File: config.mk
export PLATFORM = sky130hd
export DESIGN_NAME = qsfm_master
export DESIGN_NICKNAME = d
export VERILOG_FILES = /design/src/hdl/qsfm_pkg.sv /design/src/hdl/qsfm_fifo.sv /design/src/hdl/qsfm_master.sv
export SDC_FILE = /design/constraint.sdc
export NUM_CORES = 2
export LEC_CHECK = 0
export BUFFER_PORTS_ARGS = -buffer_cell sky130_fd_sc_hd__buf_2
export CAP_MARGIN = 20
export CORE_MARGIN = 5
export CORE_UTILIZATION = 31
export DETAILED_ROUTE_END_ITERATION = 8
export PLACE_DENSITY = 0.48
export SYNTH_ARGS = -nofsm -noshare
export SYNTH_HDL_FRONTEND = slang
export SYNTH_HIERARCHICAL = 1
export SYNTH_SLANG_ARGS = --single-unit
File: constraint.sdc
create_clock -name clk -period 27.6 [get_ports clk]
set_input_delay 1.38 -clock clk [delete_from_list [all_inputs] [get_ports clk]]
set_output_delay 1.38 -clock clk [all_outputs]
set_load 0.02 [all_outputs]
File: src/hdl/qsfm_pkg.sv
/*
  Constants and types shared by the quad serial flash master and its read FIFO.
  Assumes a single 100 MHz system clock; all serial timing is derived from it.
*/
package qsfm_pkg;
  // System clock
  localparam int unsigned CLK_HZ = 100_000_000;
  // Structural sizes (module parameters take these as defaults)
  localparam int WORD_W = 128;
  localparam int LEN_W = 7;
  localparam int CNT_W = 12;
  localparam int DIV_W = 8;
  localparam int FIFO_DEPTH = 16;
  // Data line modes
  localparam logic [1:0] LANE_SINGLE = 2'h0;
  localparam logic [1:0] LANE_DUAL = 2'h1;
  localparam logic [1:0] LANE_QUAD = 2'h2;
  // Pin configurations
  localparam logic [1:0] PINS_3 = 2'h0;
  localparam logic [1:0] PINS_4 = 2'h1;
  localparam logic [1:0] PINS_6 = 2'h2;
  // Values after reset, and the largest chip select delay
  localparam logic SCLK_RST = 1'b0;
  localparam logic CS_N_RST = 1'b1;
  localparam logic [1:0] DLY_MAX = 2'h3;
  // Least sclk half period in system clocks, needed by the two-flop input path
  localparam int HALF_MIN_CYC = 2;
  // Controller states
  typedef enum logic [2:0] {ST_IDLE, ST_CSDLY, ST_SHIFT, ST_PUSH, ST_TAIL} qsfm_state_type;
endpackage : qsfm_pkg

File: src/hdl/qsfm_fifo.sv
/*
  Read-data FIFO with valid/ready on both sides and a registered output stage.
  Assumes both sides run on clk; rst is synchronous and active high.
*/
`timescale 1ns/1ps
module qsfm_fifo #(
  parameter int WIDTH = qsfm_pkg::WORD_W,
  parameter int DEPTH = qsfm_pkg::FIFO_DEPTH
) (
  input wire logic clk,
  input wire logic rst,
  input wire logic in_valid,
  output logic in_ready,
  input wire logic [WIDTH-1:0] in_data,
  output logic out_valid,
  input wire logic out_ready,
  output logic [WIDTH-1:0] out_data
);
  import qsfm_pkg::*;
  localparam int AW = $clog2(DEPTH);

  logic [WIDTH-1:0] mem [DEPTH];
  logic [AW-1:0] wr_ptr_reg, wr_ptr_next, rd_ptr_reg, rd_ptr_next;
  logic [AW:0] count_reg, count_next;
  logic out_valid_reg, out_valid_next;
  logic [WIDTH-1:0] out_data_reg, out_data_next;
  logic do_wr, do_rd;

  // Full is honest: in_ready drops once the memory holds DEPTH words
  assign in_ready = (count_reg != (AW+1)'(DEPTH));
  assign out_valid = out_valid_reg;
  assign out_data = out_data_reg;

  // Pointer, count and output stage next values
  always_comb begin
    do_wr = in_valid && in_ready;
    do_rd = (count_reg != '0) && (!out_valid_reg || out_ready);
    wr_ptr_next = do_wr ? wr_ptr_reg + 1'b1 : wr_ptr_reg;
    rd_ptr_next = do_rd ? rd_ptr_reg + 1'b1 : rd_ptr_reg;
    count_next = count_reg + (AW+1)'(do_wr) - (AW+1)'(do_rd);
    out_valid_next = do_rd ? 1'b1 : (out_ready ? 1'b0 : out_valid_reg);
    out_data_next = do_rd ? mem[rd_ptr_reg] : out_data_reg;
  end

  always_ff @(posedge clk) begin
    if (rst) begin
      wr_ptr_reg <= '0;
      rd_ptr_reg <= '0;
      count_reg <= '0;
      out_valid_reg <= 1'b0;
      out_data_reg <= '0;
    end else begin
      wr_ptr_reg <= wr_ptr_next;
      rd_ptr_reg <= rd_ptr_next;
      count_reg <= count_next;
      out_valid_reg <= out_valid_next;
      out_data_reg <= out_data_next;
    end
  end

  // Storage has no reset; only words behind a valid count are ever read
  always_ff @(posedge clk) begin
    if (do_wr) begin
      mem[wr_ptr_reg] <= in_data;
    end
  end
endmodule : qsfm_fifo

File: src/hdl/qsfm_master.sv
/*
  Quad serial flash master: frames of programmable words read over 1, 2 or 4 lines,
  clock mode 0, words delivered through a FIFO. Configuration arrives on plain ports
  and is latched at start, except word_irq_en, read at each word, and frame_irq_en, read at the last word. Assumes flash data pins are asynchronous to clk.
*/
// Behaviour
// - Always master: generates sclk and chip select, never answers another master.
// - Reads words over one, two or four data lines, chosen per frame.
// - Word length programmable from 1 to 128 bits.
// - Word count programmable from 1 to 4096; exactly that many words per frame.
// - Three-pin, four-pin or six-pin interface selectable.
// - Optional completion pulse per word or per whole frame.
// - One to four sclk cycles between chip select and the first rising sclk edge.
// - Clock mode 0: sclk idles low, phase 0.
// - Read data sampled on the falling sclk edge.
// - Software gets whole words without handling single bits.
`timescale 1ns/1ps
module qsfm_master #(
  parameter int WORD_W = qsfm_pkg::WORD_W,
  parameter int LEN_W = qsfm_pkg::LEN_W,
  parameter int CNT_W = qsfm_pkg::CNT_W,
  parameter int DIV_W = qsfm_pkg::DIV_W,
  parameter int FIFO_DEPTH = qsfm_pkg::FIFO_DEPTH
) (
  input wire logic clk,
  input wire logic rst,
  input wire logic start,
  input wire logic [1:0] lane_mode,
  input wire logic [1:0] pin_mode,
  input wire logic [LEN_W-1:0] word_len_m1,
  input wire logic [CNT_W-1:0] word_cnt_m1,
  input wire logic [DIV_W-1:0] clk_div,
  input wire logic [1:0] cs_delay,
  input wire logic word_irq_en,
  input wire logic frame_irq_en,
  input wire logic [WORD_W-1:0] tx_word,
  output logic busy,
  output logic word_irq,
  output logic frame_irq,
  output logic [WORD_W-1:0] rd_data,
  output logic rd_valid,
  input wire logic rd_ready,
  output logic sclk,
  output logic cs_n,
  output logic [3:0] d_out,
  output logic [3:0] d_oe,
  input wire logic [3:0] d_in
);
  import qsfm_pkg::*;

  qsfm_state_type state_reg, state_next;
  logic [DIV_W:0] half_cnt_reg, half_cnt_next, half_load;
  logic sclk_reg, sclk_next, cs_n_reg, cs_n_next, drive_reg, drive_next;
  logic [2:0] dly_cnt_reg, dly_cnt_next;
  logic [7:0] clk_left_reg, clk_left_next;
  logic [CNT_W-1:0] word_idx_reg, word_idx_next;
  logic [WORD_W-1:0] rx_reg, rx_next, tx_reg, tx_next;
  logic [1:0] lane_reg, lane_next, pins_reg, pins_next;
  logic [LEN_W-1:0] len_reg, len_next;
  logic [CNT_W-1:0] cnt_reg, cnt_next;
  logic [DIV_W-1:0] div_reg, div_next;
  logic word_irq_reg, word_irq_next, frame_irq_reg, frame_irq_next;
  logic [3:0] d_meta_reg, d_sync_reg;
  logic tick, sample, push_valid, push_ready;
  logic [WORD_W-1:0] push_data;

  // Sclk cycles needed for one word: bits divided by lanes, rounded up
  function automatic logic [7:0] word_clocks(input logic [LEN_W-1:0] len, input logic [1:0] lane);
    logic [7:0] bits;
    bits = {1'b0, len} + 8'h01;
    if (lane == LANE_QUAD) begin
      word_clocks = (bits + 8'h03) >> 2;
    end else if (lane == LANE_DUAL) begin
      word_clocks = (bits + 8'h01) >> 1;
    end else begin
      word_clocks = bits;
    end
  endfunction : word_clocks

  // Keeps the low len+1 bits of a word
  function automatic logic [WORD_W-1:0] len_mask(input logic [LEN_W-1:0] len);
    len_mask = ~({WORD_W{1'b1}} << ({1'b0, len} + 8'h01));
  endfunction : len_mask

  // Left-justifies the outgoing word so its top bit leaves first
  function automatic logic [WORD_W-1:0] tx_align(input logic [WORD_W-1:0] w, input logic [LEN_W-1:0] len);
    tx_align = w << (LEN_W'(WORD_W - 1) - len);
  endfunction : tx_align

  // Two flops on the flash data pins; only the second flop is read by logic
  always_ff @(posedge clk) begin
    if (rst) begin
      d_meta_reg <= 4'h0;
      d_sync_reg <= 4'h0;
    end else begin
      d_meta_reg <= d_in;
      d_sync_reg <= d_meta_reg;
    end
  end

  // Half period is div+2 clocks, so the synchronised data is always settled
  assign half_load = {1'b0, div_reg} + (DIV_W+1)'(HALF_MIN_CYC - 1);
  assign tick = (half_cnt_reg == '0);
  assign sample = (state_reg == ST_SHIFT) && tick && sclk_reg;
  assign push_valid = (state_reg == ST_PUSH);
  assign push_data = rx_reg & len_mask(len_reg);

  // Frame sequencer next values
  always_comb begin
    state_next = state_reg;
    half_cnt_next = tick ? half_load : half_cnt_reg - 1'b1;
    sclk_next = sclk_reg;
    cs_n_next = cs_n_reg;
    drive_next = drive_reg;
    dly_cnt_next = dly_cnt_reg;
    clk_left_next = clk_left_reg;
    word_idx_next = word_idx_reg;
    rx_next = rx_reg;
    tx_next = tx_reg;
    lane_next = lane_reg;
    pins_next = pins_reg;
    len_next = len_reg;
    cnt_next = cnt_reg;
    div_next = div_reg;
    word_irq_next = 1'b0;
    frame_irq_next = 1'b0;
    case (state_reg)
      ST_IDLE: begin
        sclk_next = SCLK_RST;
        cs_n_next = CS_N_RST;
        drive_next = 1'b0;
        half_cnt_next = {1'b0, clk_div} + (DIV_W+1)'(HALF_MIN_CYC - 1);
        if (start) begin
          // Configuration other than word_irq_en and frame_irq_en is frozen for the frame so port changes cannot tear it
          lane_next = (pin_mode == PINS_6) ? lane_mode : LANE_SINGLE;
          pins_next = pin_mode;
          len_next = word_len_m1;
          cnt_next = word_cnt_m1;
          div_next = clk_div;
          dly_cnt_next = {cs_delay, 1'b0};
          word_idx_next = '0;
          cs_n_next = 1'b0;
          state_next = ST_CSDLY;
        end
      end
      ST_CSDLY: begin
        if (tick) begin
          if (dly_cnt_reg == 3'h0) begin
            // Data lines may only be driven once the delay has run out
            drive_next = (pins_reg == PINS_4);
            clk_left_next = word_clocks(len_reg, lane_reg);
            tx_next = tx_align(tx_word, len_reg);
            rx_next = '0;
            state_next = ST_SHIFT;
          end else begin
            dly_cnt_next = dly_cnt_reg - 3'h1;
          end
        end
      end
      ST_SHIFT: begin
        if (tick && !sclk_reg) begin
          sclk_next = 1'b1;
        end else if (sample) begin
          sclk_next = 1'b0;
          // The flash launched this bit on the previous falling edge
          if (lane_reg == LANE_QUAD) begin
            rx_next = {rx_reg[WORD_W-5:0], d_sync_reg};
          end else if (lane_reg == LANE_DUAL) begin
            rx_next = {rx_reg[WORD_W-3:0], d_sync_reg[1:0]};
          end else if (pins_reg == PINS_3) begin
            rx_next = {rx_reg[WORD_W-2:0], d_sync_reg[0]};
          end else begin
            rx_next = {rx_reg[WORD_W-2:0], d_sync_reg[1]};
          end
          tx_next = {tx_reg[WORD_W-2:0], 1'b0};
          clk_left_next = clk_left_reg - 8'h01;
          if (clk_left_reg == 8'h01) begin
            state_next = ST_PUSH;
          end
        end
      end
      ST_PUSH: begin
        // Sclk stays low here, so a full FIFO stalls the link instead of losing data
        half_cnt_next = half_load;
        if (push_ready) begin
          word_irq_next = word_irq_en;
          if (word_idx_reg == cnt_reg) begin
            frame_irq_next = frame_irq_en;
            state_next = ST_TAIL;
          end else begin
            word_idx_next = word_idx_reg + 1'b1;
            clk_left_next = word_clocks(len_reg, lane_reg);
            tx_next = tx_align(tx_word, len_reg);
            rx_next = '0;
            state_next = ST_SHIFT;
          end
        end
      end
      ST_TAIL: begin
        if (tick) begin
          cs_n_next = 1'b1;
          drive_next = 1'b0;
          state_next = ST_IDLE;
        end
      end
      default: begin
        state_next = ST_IDLE;
      end
    endcase
  end

  always_ff @(posedge clk) begin
    if (rst) begin
      state_reg <= ST_IDLE;
      half_cnt_reg <= '0;
      sclk_reg <= SCLK_RST;
      cs_n_reg <= CS_N_RST;
      drive_reg <= 1'b0;
      dly_cnt_reg <= 3'h0;
      clk_left_reg <= 8'h00;
      word_idx_reg <= '0;
      rx_reg <= '0;
      tx_reg <= '0;
      lane_reg <= LANE_SINGLE;
      pins_reg <= PINS_3;
      len_reg <= '0;
      cnt_reg <= '0;
      div_reg <= '0;
      word_irq_reg <= 1'b0;
      frame_irq_reg <= 1'b0;
    end else begin
      state_reg <= state_next;
      half_cnt_reg <= half_cnt_next;
      sclk_reg <= sclk_next;
      cs_n_reg <= cs_n_next;
      drive_reg <= drive_next;
      dly_cnt_reg <= dly_cnt_next;
      clk_left_reg <= clk_left_next;
      word_idx_reg <= word_idx_next;
      rx_reg <= rx_next;
      tx_reg <= tx_next;
      lane_reg <= lane_next;
      pins_reg <= pins_next;
      len_reg <= len_next;
      cnt_reg <= cnt_next;
      div_reg <= div_next;
      word_irq_reg <= word_irq_next;
      frame_irq_reg <= frame_irq_next;
    end
  end

  // Pin and status outputs, all straight from flops except busy, which is decoded from state_reg
  assign sclk = sclk_reg;
  assign cs_n = cs_n_reg;
  assign d_out = {3'h0, tx_reg[WORD_W-1]};
  assign d_oe = {3'h0, drive_reg};
  assign busy = (state_reg != ST_IDLE);
  assign word_irq = word_irq_reg;
  assign frame_irq = frame_irq_reg;

  // Whole words reach software through the FIFO
  qsfm_fifo #(
    .WIDTH(WORD_W),
    .DEPTH(FIFO_DEPTH)
  ) u_fifo (
    .clk(clk),
    .rst(rst),
    .in_valid(push_valid),
    .in_ready(push_ready),
    .in_data(push_data),
    .out_valid(rd_valid),
    .out_ready(rd_ready),
    .out_data(rd_data)
  );

  // Checks on the frame sequencer
  a_sclk_idle_low: assert property (@(posedge clk) disable iff (rst) !busy |-> !sclk)
    else $error("sclk not low while idle");
  a_cs_whole_frame: assert property (@(posedge clk) disable iff (rst)
    (state_reg == ST_SHIFT || state_reg == ST_PUSH) |-> !cs_n)
    else $error("chip select dropped inside frame");
  a_no_drive_idle: assert property (@(posedge clk) disable iff (rst) cs_n |-> (d_oe == 4'h0))
    else $error("data driven without chip select");
  a_sample_falls: assert property (@(posedge clk) disable iff (rst) sample |=> $fell(sclk))
    else $error("sample not on falling sclk edge");
  a_half_period: assert property (@(posedge clk) disable iff (rst) $rose(sclk) |=> sclk)
    else $error("sclk high phase shorter than two clocks");
  a_cs_lead: assert property (@(posedge clk) disable iff (rst) $fell(cs_n) |-> !sclk [*2])
    else $error("sclk rose too soon after chip select");
  a_word_total: assert property (@(posedge clk) disable iff (rst) frame_irq |-> $past(word_idx_reg) == cnt_reg)
    else $error("frame ended at wrong word count");
  a_irq_gated: assert property (@(posedge clk) disable iff (rst)
    word_irq |-> $past(push_valid && push_ready && word_irq_en))
    else $error("word pulse without completed word");
  a_word_masked: assert property (@(posedge clk) disable iff (rst)
    push_valid |-> (push_data & ~len_mask(len_reg)) == '0)
    else $error("word wider than programmed length");
  a_lane_input: assert property (@(posedge clk) disable iff (rst)
    (d_oe != 4'h0) |-> (d_oe == 4'h1 && pins_reg == PINS_4 && lane_reg == LANE_SINGLE))
    else $error("data line driven outside four-pin single mode");

  c_quad_frame: cover property (@(posedge clk) disable iff (rst) frame_irq && lane_reg == LANE_QUAD);
  c_fifo_stall: cover property (@(posedge clk) disable iff (rst) push_valid && !push_ready);
  c_long_delay: cover property (@(posedge clk) disable iff (rst) $fell(cs_n) && cs_delay == DLY_MAX);
endmodule : qsfm_master

==> results.py <==
metrics = {
    "layout": {
        "multiInputGateArea_um2": 37900,
        "stdcell_area_um2": 128000,
        "largest_reg_flops": 2048,
        "drive_gt1_frac": 0.225,
        "areaGrowthSynthToFinish_pct": 14.5,
        "top_register": "u_fifo/mem",
        "seqCellArea_um2": 71100,
        "fillers": 34200,
        "nets": 7844,
    },
    "setup_path": {
        "cp-start-kind": "register",
        "cp_max_fo": 59,
        "r2r_end": "tx_reg[86]",
        "critPathKind": "reg2reg",
        "rrSetupSlack_ns": 22.43,
        "endpoint": "tx_reg[86]",
        "end_kind": "register",
        "critical_path_required_ns": 28.35,
        "worstSetupStartpoint": "len_reg[3]",
        "reg2reg_depth": 10,
        "critical_path_arrival_ns": 5.91,
        "r2r-start": "len_reg[3]",
    },
    "route": {
        "wl_um": 372000,
        "drcViolationCount": 2,
        "avgViaCountPerCell": 5.60,
        "drtAntennaViolNets": 0,
        "drtIter0Drc": 8139,
        "wl_per_cell_um": 29.4,
        "via_count": 70800,
        "first_pass_iters": 9,
    },
    "sta": {
        "clock_skew_ns": 0.0703,
        "setup_tns_ns": 0,
        "slew_headroom": 0.179,
        "max_freq_mhz": 194,
        "rsz0062_at_grt": "no",
        "setup_viol": 0,
        "finalMaxSlewViolations": 0,
        "hold_viol_final": 0,
        "fin_crit_ns": 5.17,
        "fin_crit_sh": 0.187,
        "worstMarginPinSlew_ns": 1.23,
    },
    "synth": {
        "synthAdderAreaFrac": 0.00321,
        "synth_top_area_cell": "edfxtp_1",
        "synth_area_leaders": "edfxtp_1 (55%), mux4_2 (13%), dfxtp_1 (8.6%)",
        "synth_compound_area_frac": 0.0898,
        "synth-edff-count": 2048,
        "synth-seq-cells": 2525,
        "synthXorXnorAreaFrac": 0.00432,
        "synth_top_family_by_area": "multiplexers",
        "synth_common_cells": "edfxtp_1 (2048), mux4_2 (656), nor2_1 (520), dfxtp_1 (477), a21oi_1 (450)",
        "syn-cell-area_um2": 111000,
        "ys_seq_area_frac": 0.637,
        "synth_cell_types": 94,
        "yosysWarningCount": 6,
        "syn_inst": 7400,
        "avgSynthCellArea_um2": 15.1,
        "synth_most_common_cell": "edfxtp_1",
        "synth.top_cell.area_share": 0.552,
        "async_flop_share": 0,
        "synthSimpleGateAreaFrac": 0.0692,
        "ys.flop_type": "edfxtp_1",
        "synthMuxAreaShare": 0.170,
    },
    "global_route": {
        "grt_max_degree": 233,
        "overflow": 0,
        "antenna_found_initial": 19,
        "track_usage": 0.194,
        "grt_pass1_wl_um": 532000,
        "grt_pass1_vias": 71100,
    },
    "status": {
        "outcome": "finished with violations",
        "violations": "DRC",
    },
    "clock_tree": {
        "cts_buffers": 282,
        "cts_tree": "done",
        "cts_buffer_depth": 4,
        "hold_buffers": 0,
        "cts_resized": 0,
        "htree_levels": 5,
        "cts_num_sinks": 2525,
        "worstSkewPairLatency_ns": 0.92,
        "clk_pin_slew_ns": 0.06,
        "clockRootBuffer": "clkbuf_16",
        "post_cts_buffers": 0,
    },
    "floorplan": {
        "die_h_um": 610,
        "start_util": 0.311,
        "die_w_um": 610,
        "io_pins": 313,
        "core_um2": 359000,
        "die_area_um2": 372000,
        "fp-row-count": 220,
    },
    "place": {
        "place_hpwl_um": 225000,
        "portBuffers": 306,
        "gp_congestion": 0.970,
        "dpl_cell_area_um2": 118000,
    },
    "power_and_ir_drop": {
        "power.density_nw_per_um2": 81.9,
        "peakVddDrop_mv": 0.0787,
        "p_leak_uw": 0.0394,
    },
    "run": {
        "drv_cap": 0,
    },
    "min_path": {
        "holdCritPathClass": "reg2reg",
    },
}
## layout make-up
cell class | count | share of cell area
diodes | 9 | 0.000176
clock buffers | 389 | 0.0612
clock inverters | 122 | 0.00921
inverters | 44 | 0.00131
multi-input cells | 4254 | 0.297
flip-flops and latches | 2525 | 0.557
well taps | 4773 | 0.0468
repair buffers | 538 | 0.0276
## through the flow
step | power, µW | setup WS [ns] | utilization | hold slack, ns | cells
5_1_grt | 10900 | 22.10 | 0.356 | 0.465 | 12600
3_5_place_dp | 6870 | 22.37 | 0.330 | 0.434 | 12100
3_3_place_gp | 6870 | 22.35 | 0.330 | 0.430 | 12100
4_1_cts | 10600 | 22.43 | 0.355 | 0.448 | 12600
6_report | 10500 | 22.43 | 0.356 | 0.439 | 12700
2_1_floorplan | 6020 | 16.80 | - | 0.414 | 7405
## kinds of logic (layout without fill, tap and decap cells)
logic type                 count (synthesis)  in the layout
xor gates and xnor gates                  55             55
and+or+nand+nor                         1646           1646
other                                      1             15
AOI/OAI and AO/OA                       1453           1453
buffers and inverters                    626           1093
muxes                                   1066           1066
DFF                                     2525           2525
adders and majority gates                 28             28
## worst min-delay path by stage
stage	start	depth (start not counted)	end	slack, ns
3_3_place_gp	d_meta_reg[0]	1	d_sync_reg[0]	0.43
6_report	d_meta_reg[1]	1	d_sync_reg[1]	0.44
4_1_cts	d_meta_reg[1]	1	d_sync_reg[1]	0.45
5_1_grt	d_meta_reg[1]	1	d_sync_reg[1]	0.47
3_5_place_dp	d_meta_reg[1]	1	d_sync_reg[1]	0.43
2_1_floorplan	d_meta_reg[0]	1	d_sync_reg[0]	0.41
## power by group
part | internal (µW) | switching (µW) | total (µW)
combinational | 873 | 1540 | 2410
sequential | 4210 | 161 | 4370
clock | 2120 | 1550 | 3670
## layer usage
layer  up-vias  part of all wire  track usage
met5         -           0.00066            0
met4         2             0.036       0.0641
met3       667             0.067       0.0323
met2      2979              0.48        0.316
met1     37200              0.42        0.263
li1      30000                 -            -
## cells in the final DEF, fill, tap and decap left out, types with 39 or more instances in the layout
| cell type | count |
|---|---|
| a2111o_1 | 104 |
| a211oi_1 | 54 |
| a21oi_1 | 447 |
| a221oi_1 | 60 |
| a22o_1 | 95 |
| a22oi_1 | 54 |
| and3_1 | 39 |
| buf_2 | 305 |
| buf_4 | 203 |
| clkbuf_1 | 78 |
| clkbuf_16 | 287 |
| clkinv_2 | 46 |
| dfxtp_1 | 466 |
| edfxtp_1 | 2048 |
| mux2_2 | 77 |
| mux2i_1 | 331 |
| mux4_2 | 656 |
| nand2_1 | 436 |
| nand3_1 | 82 |
| nor2_1 | 503 |
| nor2b_1 | 246 |
| nor3_1 | 161 |
| o211ai_1 | 42 |
| o21ai_0 | 225 |
| o22ai_1 | 92 |
## worst max-delay path, stage by stage, from the launching register on
cell	delay, ns
dfxtp_4	0.53
buf_4	0.57
buf_4	0.74
buf_4	0.75
mux4_2	0.43
a222oi_1	0.78
a22oi_1	0.20
o211ai_1	0.37
mux2i_1	0.16
a221oi_1	0.30
a21oi_1	0.11
No activity file was read; power rests on OpenSTA's default activity.
